`config.mk`:
```
export PLATFORM = sky130hd
export DESIGN_NAME = host_fault_and_response_signalling
export DESIGN_NICKNAME = d
export VERILOG_FILES = /design/src/core/fault_signal_pkg.sv /design/src/core/byte_fifo.sv /design/src/core/fault_event_encoder.sv /design/src/core/host_fault_and_response_signalling.sv
export SDC_FILE = /design/constraint.sdc
export NUM_CORES = 1
export LEC_CHECK = 0
export BUFFER_PORTS_ARGS = -buffer_cell sky130_fd_sc_hd__buf_4
export CAP_MARGIN = 40
export CORE_ASPECT_RATIO = 0.6
export CORE_MARGIN = 8
export CORE_UTILIZATION = 50
export CTS_CLUSTER_SIZE = 8
export DETAILED_ROUTE_END_ITERATION = 8
export GPL_TIMING_DRIVEN = 1
export PLACE_DENSITY = 0.74
export RECOVER_POWER = 25
export SYNTH_ARGS = -nofsm -noshare
export SYNTH_HDL_FRONTEND = slang
export SYNTH_SLANG_ARGS = --single-unit
```
`constraint.sdc`:
```
create_clock -name sys_clk -period 3.6 [get_ports sys_clk]
set_input_delay 0.72 -clock sys_clk [delete_from_list [all_inputs] [get_ports sys_clk]]
set_output_delay 0.72 -clock sys_clk [all_outputs]
set_load 0.05 [all_outputs]
```
`src/core/fault_signal_pkg.sv`:
```
// Shared constants and types for the host fault and response signalling block.
package fault_signal_pkg;

  // ***************************************************************
  // Fault codes and event layout
  // ***************************************************************
  localparam int unsigned CODE_W      = 8;
  localparam int unsigned NUM_LEGACY  = 8;
  localparam int unsigned NUM_EVENTS  = 12;
  localparam int unsigned FLAG_W      = 16;

  localparam logic [7:0] INBOUND_OVERFLOW_CODE  = 8'h08;
  localparam logic [7:0] OUTBOUND_OVERFLOW_CODE = 8'h09;
  localparam logic [7:0] WRITE_FAILURE_CODE     = 8'h13;
  localparam logic [7:0] MISSING_ACK_CODE       = 8'h20;
  localparam logic [7:0] BODY_CHECKSUM_CODE     = 8'h40;
  localparam logic [7:0] HEADER_CHECKSUM_CODE   = 8'h42;
  localparam logic [7:0] ACK_SEQ_MISMATCH_CODE  = 8'h43;
  localparam logic [7:0] INVALID_FRAME_KIND_CODE = 8'h44;

  // Event index i carries the legacy code at entry i; higher events have none.
  localparam logic [7:0] LEGACY_CODE_TABLE [0:7] = '{
    INBOUND_OVERFLOW_CODE, OUTBOUND_OVERFLOW_CODE, WRITE_FAILURE_CODE,
    MISSING_ACK_CODE, BODY_CHECKSUM_CODE, HEADER_CHECKSUM_CODE,
    ACK_SEQ_MISMATCH_CODE, INVALID_FRAME_KIND_CODE
  };

  // ***************************************************************
  // Reset values and settings
  // ***************************************************************
  localparam logic [7:0]  CODE_RESET   = 8'h00;
  localparam logic [15:0] FLAGS_RESET  = 16'h0000;
  localparam logic [7:0]  HOLD_ENABLE  = 8'h01;
  localparam int unsigned BYTE_W       = 8;
  localparam int unsigned FIFO_DEPTH   = 8;

  // ***************************************************************
  // Line status layout
  // ***************************************************************
  localparam int unsigned LSTAT_W          = 8;
  localparam int unsigned LSTAT_ALERT_BIT  = 0;
  localparam int unsigned LSTAT_SOURCE_BIT = 1;
  localparam int unsigned LSTAT_HOLD_BIT   = 2;

  // ***************************************************************
  // Timing
  // ***************************************************************
  localparam int unsigned CLK_HZ        = 200_000_000;
  localparam int unsigned DEFAULT_BAUD  = 9600;
  localparam int unsigned GUARD_BITS    = 10;
  localparam int unsigned BIT_CYCLES    = (CLK_HZ + DEFAULT_BAUD - 1) / DEFAULT_BAUD;
  localparam int unsigned GUARD_CYCLES_DEF = GUARD_BITS * BIT_CYCLES;

  typedef enum logic [1:0] {
    SRC_CMD     = 2'b00,
    SRC_DATA    = 2'b01,
    SRC_TO_DATA = 2'b10,
    SRC_TO_CMD  = 2'b11
  } src_state_t;

endpackage : fault_signal_pkg

```
`src/core/byte_fifo.sv`:
```
// Small first-in first-out buffer with valid and ready on both sides.
`timescale 1ns/100ps
module byte_fifo #(
  parameter int unsigned WIDTH = fault_signal_pkg::BYTE_W,
  parameter int unsigned DEPTH = fault_signal_pkg::FIFO_DEPTH
) (
  // Clock and reset
  input  wire logic             sys_clk,
  input  wire logic             resetn,
  // Fill side
  input  wire logic             inValid,
  input  wire logic [WIDTH-1:0] inData,
  output logic                  inReady,
  // Drain side
  output logic                  outValid,
  output logic [WIDTH-1:0]      outData,
  input  wire logic             outReady
);

  localparam int unsigned PW = (DEPTH > 1) ? $clog2(DEPTH) : 1;
  localparam int unsigned CW = $clog2(DEPTH + 1);

  logic [WIDTH-1:0] mem [0:DEPTH-1];
  logic [PW-1:0]    wrPtr_q;
  logic [PW-1:0]    rdPtr_q;
  logic [CW-1:0]    count_q;
  logic [CW-1:0]    count_d;
  logic             push;
  logic             pop;

  assign push     = inValid && inReady;
  assign pop      = outValid && outReady;
  assign outValid = (count_q != '0);
  assign outData  = mem[rdPtr_q];
  assign count_d  = count_q + CW'(push) - CW'(pop);

  always_ff @(posedge sys_clk) begin
    if (push) begin
      mem[wrPtr_q] <= inData;
    end
  end

  always_ff @(posedge sys_clk or negedge resetn) begin
    if (!resetn) begin
      wrPtr_q <= '0;
      rdPtr_q <= '0;
      count_q <= '0;
      inReady <= 1'b1;
    end else begin
      if (push) begin
        wrPtr_q <= (wrPtr_q == PW'(DEPTH - 1)) ? '0 : wrPtr_q + 1'b1;
      end
      if (pop) begin
        rdPtr_q <= (rdPtr_q == PW'(DEPTH - 1)) ? '0 : rdPtr_q + 1'b1;
      end
      count_q <= count_d;
      inReady <= (count_d != CW'(DEPTH));
    end
  end

endmodule : byte_fifo

```
`src/core/fault_event_encoder.sv`:
```
// Turns fault event pulses into a legacy code and extended flag bits.
`timescale 1ns/100ps
module fault_event_encoder #(
  parameter int unsigned NUM_EVENTS = fault_signal_pkg::NUM_EVENTS,
  parameter int unsigned FLAG_W     = fault_signal_pkg::FLAG_W
) (
  // Events
  input  wire logic [NUM_EVENTS-1:0] events,
  // Encoded result
  output logic                       anyEvent,
  output logic                       legacyEvent,
  output logic [7:0]                 legacyCode,
  output logic [FLAG_W-1:0]          flagBits
);

  // The highest numbered legacy event wins when several coincide.
  always_comb begin
    legacyEvent = 1'b0;
    legacyCode  = fault_signal_pkg::CODE_RESET;
    for (int i = 0; i < int'(fault_signal_pkg::NUM_LEGACY); i++) begin
      if (events[i]) begin
        legacyEvent = 1'b1;
        legacyCode  = fault_signal_pkg::LEGACY_CODE_TABLE[i];
      end
    end
  end

  assign anyEvent = |events;

  // One distinct flag bit per fault condition.
  assign flagBits = FLAG_W'(events);

endmodule : fault_event_encoder

```
`src/core/host_fault_and_response_signalling.sv`:
```
// Fault alert engine and response source selection for the host serial link.
`timescale 1ns/100ps
module host_fault_and_response_signalling #(
  parameter int unsigned NUM_EVENTS   = fault_signal_pkg::NUM_EVENTS,
  parameter int unsigned FLAG_W       = fault_signal_pkg::FLAG_W,
  parameter int unsigned FIFO_DEPTH   = fault_signal_pkg::FIFO_DEPTH,
  parameter int unsigned GUARD_CYCLES = fault_signal_pkg::GUARD_CYCLES_DEF
) (
  // Clock and reset
  input  wire logic                  sys_clk,
  input  wire logic                  resetn,
  // Fault events, one cycle pulses
  input  wire logic [NUM_EVENTS-1:0] faultEvents,
  // Fault configuration and host access
  input  wire logic [7:0]            legacyFaultMask,
  input  wire logic [FLAG_W-1:0]     extendedFaultMask,
  input  wire logic                  legacyCodeRead,
  input  wire logic                  extFlagWrite,
  input  wire logic [FLAG_W-1:0]     extFlagWdata,
  // Fault outputs
  output logic                       faultAlertLine,
  output logic [7:0]                 legacyFaultCode,
  output logic [FLAG_W-1:0]          extendedFaultFlags,
  output logic [7:0]                 lineStatusRegister,
  // Mode inputs
  input  wire logic                  cmdSelectN,
  input  wire logic [7:0]            holdReceivedDuringCommand,
  input  wire logic                  cmdBusy,
  // Command response bytes
  input  wire logic                  cmdRespValid,
  input  wire logic [7:0]            cmdRespData,
  output logic                       cmdRespReady,
  // Received radio bytes
  input  wire logic                  rxValid,
  input  wire logic [7:0]            rxData,
  output logic                       rxReady,
  // Serial output towards the transmitter
  output logic                       outValid,
  output logic [7:0]                 outData,
  input  wire logic                  outReady,
  input  wire logic                  txBusy,
  output logic                       responseSourceLine
);

  localparam int unsigned GW = $clog2(GUARD_CYCLES + 1);

  // ***************************************************************
  // Fault engine
  // ***************************************************************
  logic              anyEvent;
  logic              legacyEvent;
  logic [7:0]        eventCode;
  logic [FLAG_W-1:0] eventFlags;
  logic              legacyAlert_q;
  logic              legacyAlert_d;
  logic [FLAG_W-1:0] flags_d;
  logic              extAlert_d;
  logic              alert_d;
  logic              legacyMode;

  fault_event_encoder #(
    .NUM_EVENTS (NUM_EVENTS),
    .FLAG_W     (FLAG_W)
  ) u_encoder (
    .events      (faultEvents),
    .anyEvent    (anyEvent),
    .legacyEvent (legacyEvent),
    .legacyCode  (eventCode),
    .flagBits    (eventFlags)
  );

  assign legacyMode = (legacyFaultMask != 8'h00);

  // A qualifying fault wins over a read in the same cycle.
  always_comb begin
    legacyAlert_d = legacyAlert_q;
    if (legacyCodeRead) begin
      legacyAlert_d = 1'b0;
    end
    if (legacyEvent && ((eventCode & legacyFaultMask) != 8'h00)) begin
      legacyAlert_d = 1'b1;
    end
  end

  // New fault bits win over a host write in the same cycle.
  always_comb begin
    flags_d = extFlagWrite ? extFlagWdata : extendedFaultFlags;
    flags_d = flags_d | eventFlags;
  end

  assign extAlert_d = ((flags_d & extendedFaultMask) != '0);
  assign alert_d    = legacyMode ? legacyAlert_d : extAlert_d;

  always_ff @(posedge sys_clk or negedge resetn) begin
    if (!resetn) begin
      legacyAlert_q <= 1'b0;
      faultAlertLine <= 1'b0;
    end else begin
      legacyAlert_q <= legacyAlert_d;
      faultAlertLine <= alert_d;
    end
  end

  always_ff @(posedge sys_clk or negedge resetn) begin
    if (!resetn) begin
      legacyFaultCode <= fault_signal_pkg::CODE_RESET;
    end else if (legacyEvent) begin
      legacyFaultCode <= eventCode;
    end
  end

  always_ff @(posedge sys_clk or negedge resetn) begin
    if (!resetn) begin
      extendedFaultFlags <= fault_signal_pkg::FLAGS_RESET;
    end else begin
      extendedFaultFlags <= flags_d;
    end
  end

  // ***************************************************************
  // Received data buffer
  // ***************************************************************
  logic       fifoValid;
  logic [7:0] fifoData;
  logic       fifoPop;
  logic       holdActive;

  byte_fifo #(
    .WIDTH (fault_signal_pkg::BYTE_W),
    .DEPTH (FIFO_DEPTH)
  ) u_rx_fifo (
    .sys_clk  (sys_clk),
    .resetn   (resetn),
    .inValid  (rxValid),
    .inData   (rxData),
    .inReady  (rxReady),
    .outValid (fifoValid),
    .outData  (fifoData),
    .outReady (fifoPop)
  );

  // Received data is held while the select line is low and holdReceivedDuringCommand equals HOLD_ENABLE.
  assign holdActive = (holdReceivedDuringCommand == fault_signal_pkg::HOLD_ENABLE)
                      && !cmdSelectN;

  // ***************************************************************
  // Response source selection
  // ***************************************************************
  fault_signal_pkg::src_state_t state_q;
  fault_signal_pkg::src_state_t state_d;
  logic [GW-1:0] guardCnt_q;
  logic          guardDone;
  logic          cmdPending;
  logic          slotFree;
  logic          cmdTake;
  logic          ready_d;

  assign cmdPending = cmdRespValid || cmdBusy;
  assign slotFree   = !outValid || outReady;
  assign guardDone  = (guardCnt_q == GW'(GUARD_CYCLES - 1)) && !txBusy;
  assign cmdTake    = cmdRespValid && cmdRespReady;
  assign fifoPop    = (state_q == fault_signal_pkg::SRC_DATA) && fifoValid && slotFree
                      && !cmdPending && !holdActive;

  always_comb begin
    state_d = state_q;
    case (state_q)
      fault_signal_pkg::SRC_CMD: begin
        if (fifoValid && !holdActive && !cmdPending && !outValid) begin
          state_d = fault_signal_pkg::SRC_TO_DATA;
        end
      end
      fault_signal_pkg::SRC_TO_DATA: begin
        if (cmdPending) begin
          state_d = fault_signal_pkg::SRC_CMD;
        end else if (guardDone) begin
          state_d = fault_signal_pkg::SRC_DATA;
        end
      end
      fault_signal_pkg::SRC_DATA: begin
        if (cmdPending && !outValid) begin
          state_d = fault_signal_pkg::SRC_TO_CMD;
        end
      end
      fault_signal_pkg::SRC_TO_CMD: begin
        if (!cmdPending && fifoValid && !holdActive) begin
          state_d = fault_signal_pkg::SRC_DATA;
        end else if (guardDone) begin
          state_d = fault_signal_pkg::SRC_CMD;
        end
      end
      default: begin
        state_d = fault_signal_pkg::SRC_CMD;
      end
    endcase
  end

  always_ff @(posedge sys_clk or negedge resetn) begin
    if (!resetn) begin
      state_q <= fault_signal_pkg::SRC_CMD;
    end else begin
      state_q <= state_d;
    end
  end

  // Guard time runs only once the transmitter has sent its stop bit.
  always_ff @(posedge sys_clk or negedge resetn) begin
    if (!resetn) begin
      guardCnt_q <= '0;
    end else if (state_q == fault_signal_pkg::SRC_TO_DATA
                 || state_q == fault_signal_pkg::SRC_TO_CMD) begin
      if (txBusy || outValid) begin
        guardCnt_q <= '0;
      end else if (!guardDone) begin
        guardCnt_q <= guardCnt_q + 1'b1;
      end
    end else begin
      guardCnt_q <= '0;
    end
  end

  // The line only moves when the state settles on the other source.
  always_ff @(posedge sys_clk or negedge resetn) begin
    if (!resetn) begin
      responseSourceLine <= 1'b0;
    end else if (state_d == fault_signal_pkg::SRC_DATA) begin
      responseSourceLine <= 1'b1;
    end else if (state_d == fault_signal_pkg::SRC_CMD) begin
      responseSourceLine <= 1'b0;
    end
  end

  // ***************************************************************
  // Output byte register
  // ***************************************************************
  always_ff @(posedge sys_clk or negedge resetn) begin
    if (!resetn) begin
      outValid <= 1'b0;
      outData  <= 8'h00;
    end else if (cmdTake) begin
      outValid <= 1'b1;
      outData  <= cmdRespData;
    end else if (fifoPop) begin
      outValid <= 1'b1;
      outData  <= fifoData;
    end else if (outReady) begin
      outValid <= 1'b0;
    end
  end

  // Response bytes are only accepted while the line already shows a response.
  assign ready_d = (state_d == fault_signal_pkg::SRC_CMD)
                   && (state_q == fault_signal_pkg::SRC_CMD)
                   && !((cmdTake || fifoPop || outValid) && !outReady);

  always_ff @(posedge sys_clk or negedge resetn) begin
    if (!resetn) begin
      cmdRespReady <= 1'b0;
    end else begin
      cmdRespReady <= ready_d && !cmdTake;
    end
  end

  always_ff @(posedge sys_clk or negedge resetn) begin
    if (!resetn) begin
      lineStatusRegister <= '0;
    end else begin
      lineStatusRegister <= '0;
      lineStatusRegister[fault_signal_pkg::LSTAT_ALERT_BIT] <= alert_d;
      lineStatusRegister[fault_signal_pkg::LSTAT_SOURCE_BIT] <=
        (state_d == fault_signal_pkg::SRC_DATA) ? 1'b1 :
        (state_d == fault_signal_pkg::SRC_CMD) ? 1'b0 : responseSourceLine;
      lineStatusRegister[fault_signal_pkg::LSTAT_HOLD_BIT] <= holdActive;
    end
  end

  // ***************************************************************
  // Assertions
  // ***************************************************************
  property p_legacy_set;
    @(posedge sys_clk) disable iff (!resetn)
    (legacyMode && legacyEvent && ((eventCode & legacyFaultMask) != 8'h00))
      |=> faultAlertLine;
  endproperty
  a_legacy_set: assert property (p_legacy_set) else $error("legacy alert not set");

  property p_legacy_hold;
    @(posedge sys_clk) disable iff (!resetn)
    (legacyMode && legacyAlert_q && !legacyCodeRead) |=> faultAlertLine;
  endproperty
  a_legacy_hold: assert property (p_legacy_hold) else $error("legacy alert moved");

  property p_legacy_clear;
    @(posedge sys_clk) disable iff (!resetn)
    (legacyMode && legacyCodeRead && !legacyEvent) |=> (legacyMode -> !faultAlertLine);
  endproperty
  a_legacy_clear: assert property (p_legacy_clear) else $error("read did not clear");

  property p_code_store;
    @(posedge sys_clk) disable iff (!resetn)
    legacyEvent |=> legacyFaultCode == $past(eventCode);
  endproperty
  a_code_store: assert property (p_code_store) else $error("fault code not stored");

  property p_flag_mirror;
    @(posedge sys_clk) disable iff (!resetn)
    legacyEvent |=> (extendedFaultFlags & $past(eventFlags)) == $past(eventFlags);
  endproperty
  a_flag_mirror: assert property (p_flag_mirror) else $error("flag not mirrored");

  property p_ext_alert;
    @(posedge sys_clk) disable iff (!resetn)
    !legacyMode |=> faultAlertLine == (($past(extendedFaultMask) & extendedFaultFlags) != '0);
  endproperty
  a_ext_alert: assert property (p_ext_alert) else $error("extended alert wrong");

  property p_status_alert;
    @(posedge sys_clk) disable iff (!resetn)
    lineStatusRegister[fault_signal_pkg::LSTAT_ALERT_BIT] == faultAlertLine;
  endproperty
  a_status_alert: assert property (p_status_alert) else $error("status bit differs");

  property p_source_match;
    @(posedge sys_clk) disable iff (!resetn)
    (cmdTake |=> !responseSourceLine) and (fifoPop |=> responseSourceLine);
  endproperty
  a_source_match: assert property (p_source_match) else $error("byte on wrong source");

  property p_guard_before_data;
    @(posedge sys_clk) disable iff (!resetn)
    $rose(responseSourceLine) |-> $past(guardDone) || $past(state_q) == fault_signal_pkg::SRC_DATA
      || $past(state_q) == fault_signal_pkg::SRC_TO_CMD;
  endproperty
  a_guard_before_data: assert property (p_guard_before_data) else $error("no guard");

  property p_hold;
    @(posedge sys_clk) disable iff (!resetn)
    holdActive |-> !fifoPop;
  endproperty
  a_hold: assert property (p_hold) else $error("data sent during hold");

endmodule : host_fault_and_response_signalling

```
==> flow_summary.ini <==
[floorplan]
die-area_sq_mm = 0.0158
ios = 131
die_width_um = 157
die_y_um = 101
rows = 31
start_util = 0.504
core_area_sq_mm = 0.0119

[hold_path]
min_path_cells = 1
hold_start = legacyFaultCode[2]$_DFFE_PN0P_
hold_class = register to register

[cts]
clockRootBuffer = clkbuf_16
postCtsSetupRepairBufs = 0
cts_max_level = 4
postCtsHoldBufs = 0
cts_buffer_depth = 2
insertion_delay_ns = 0.41
cts-resized-gates = 0
cts_tree = built
clkTransAtPathRegs_ns = 0.06
clock-sinks = 132
cts-buffers-inserted = 17

[place]
hpwl_um = 10900
gp_congestion = 0.915
portBuffers = 124
place_inst = 737

[cells_and_area]
multiInputGateArea_sq_mm = 0.00216
nFillCells = 877
final_core_utilization = 0.642
diodes = 0
syn_to_final_growth_pct = 27.3
fin_cells = 769
nNetsFinal = 688
drive_gt1_frac = 0.320
register_area_sq_mm = 0.00362

[power_and_ir_drop]
peakVddDrop_mv = 0.373
p_leak_nw = 3.07
combPwrFrac = 0.230
p_int_mw = 3.15
powerDensity_mw_per_mm2 = 600
sw_frac_of_total = 0.309
clkPwrFrac = 0.342
power_switching_mw = 1.41
p_seq_frac = 0.428

[worst_setup_path]
critical_path.cell_chain = inv_1 -> ha_1 -> nor3b_1 -> nand2b_1 -> or4_1 -> inv_1 -> ha_1 -> inv_1 -> ha_1 -> a21o_1 -> a21oi_1 -> xor2_1 -> or4b_2
max_stage_delay_ns = 0.60
worstSetupPathType = register to register
setup.worst_path.start = u_rx_fifo.count_q[2]$_DFF_PN0_
worstRegToRegCells = 13
cp-start-kind = register
critPathRequiredTime_ns = 3.91
cp_max_fo = 2
end_kind = register
critPathArrivalTime_ns = 3.59
slowest_stage = or4b_2
r2r-start = u_rx_fifo.count_q[2]$_DFF_PN0_

[synth]
synth_area_leader_cell = edfxtp_1
ys_seq_area_frac = 0.606
syn_avg_cell_area_sq_um = 13.1
synth_cell_type_count = 56
synthFlopType = dfrtp_1
synthArstFlopShare = 0.515
yosys_warnings = 0
synth_area_leaders = edfxtp_1 (32%), dfrtp_1 (28%), mux4_2 (6.0%)
synth_top_area_frac = 0.321
synth_edf_count = 64
synthMostInstantiatedCell = dfrtp_1
syn_inst = 455
ys_seq_elements = 132
syn_area_sq_mm = 0.00598
ys_top_cells_by_count = dfrtp_1 (67), edfxtp_1 (64), nor2_1 (30)

[sta]
clock.fmax_mhz = 305
hold_viol = 0
timing.slew.headroom = 0.148
worst_pin_slew_ns = 1.28
skew_ns = 0.00585
final_max_slew_viol_count = 0
setup_violations = 0
rsz0062_at_grt = false
fin_crit_ns = 3.28
period_share = 0.911

[detailed_routing]
wl_per_cell_um = 18.9
first_pass_iters = 4
viasPerCell = 5.51
drtIter0Drc = 206
vias = 4237
route.detailed.drc = 0
final_antenna_net_count = 0
drt-total-wl_um = 14500

[grt]
grt-ovfl-total = 0
grt_first_pass_wirelength_um = 23400
antenna_found_initial = 0
grt_pass1_vias = 4384
grt_max_degree = 49
track_usage = 0.191

[run_status]
status = complete, no violations

[run]
max-cap-violations = 0
==> final timing paths <==
path / end / slack (ns)
hold reg to reg: legacyFaultCode[2]$_DFFE_PN0P_ / 0.48
min in group asynchronous: u_rx_fifo.count_q[0]$_DFF_PN0_ / 0.58
setup reg to reg: u_rx_fifo.inReady$_DFF_PN1_ / 0.32
max in group asynchronous: extendedFaultFlags[12]$_DFF_PN0_ / 2.20
hold / removal: legacyFaultCode[2]$_DFFE_PN0P_ / 0.48
setup / recovery: u_rx_fifo.inReady$_DFF_PN1_ / 0.32
==> metal layers <==
layer / GRT usage / vias up / wire length, um
li1: - / 1964 / -
met1: 0.244 / 2101 / 6300
met2: 0.310 / 155 / 6980
met3: 0.0479 / 17 / 975
met4: 0.0713 / 0 / 244
met5: 0 / - / 0
==> critical path, delay by kind of cell, from the launching register on <==
kind            cells  cell delay, ns
simple gates        4            1.45
fa+ha+maj           3            0.67
compound gates      2            0.33
flops               1            0.32
buf+inv             3            0.21
xor+xnor            1            0.19
==> cells by family (layout without fill, tap and decap cells) <==
family                   Yosys count  in the layout  share of synthesized area
AO/OA/AOI/OAI                     50             50                     0.0596
XOR/XNOR                          17             17                     0.0249
adder cells (fa/ha/maj)           11             11                     0.0243
buffers and inverters             43            187                     0.0362
flip-flops                       132            132                      0.606
multiplexers                      33             33                     0.0904
other                              1              6                   0.000627
AND/OR/NAND/NOR                  168            168                      0.158
==> layout make-up <==
cell class,instances,share of cell area
repair buffers,137,0.133
clock inverters,15,0.0153
multi-input cells,285,0.284
flip-flops and latches,132,0.476
inverters,18,0.00887
clock buffers,17,0.0559
well taps,165,0.0271
==> cell usage in the layout, fill, tap and decap left out, drive strengths merged, types with 13 or more instances in the layout <==
master / instances
nor2: 31
or3: 14
nor2b: 15
mux4: 16
nor3: 18
buf: 128
nand2: 13
inv: 19
nand3: 27
edfxtp: 64
dfrtp: 67
clkbuf: 26
==> flip-flops by register name, indices dropped and copies added (netlist names), named ones only <==
| name | flops |
|---|---|
| u_rx_fifo.count_q | 4 |
| u_rx_fifo.inReady | 1 |
| outValid | 1 |
| legacyFaultCode | 7 |
| u_rx_fifo.wrPtr_q | 3 |
| state_q | 2 |
| extendedFaultFlags | 16 |
| cmdRespReady | 1 |
| legacyAlert_q | 1 |
| outData | 8 |
| guardCnt_q | 18 |
| lineStatusRegister | 2 |
| u_rx_fifo.mem | 64 |
| u_rx_fifo.rdPtr_q | 3 |
==> through the flow <==
step / worst slack, ns / hold WS, ns / TNS (ns) / area (sq um) / total power [mW]
after global routing: 0.147 / 0.512 / 0 / 7610 / 4.78
final: 0.321 / 0.485 / 0 / 7610 / 4.57
after CTS: 0.288 / 0.202 / 0 / 7650 / 4.61
after detailed placement: -0.00993 / 0.478 / -0.00993 / 7110 / 3.05
after global placement: 0.0959 / 0.466 / 0 / 7060 / 2.99
after floorplan: 0.113 / 0.424 / 0 / 6000 / 2.63
==> power by group through the flow <==
stage	logic [mW]	clock network, mW	registers (mW)
final	1.05	1.56	1.95
after global routing	1.14	1.66	1.98
after CTS	1.07	1.58	1.95
after detailed placement	1.07	0	1.98
after global placement	1.02	0	1.97
after floorplan	0.443	0	2.18
No activity file was read; power rests on OpenSTA's default activity.
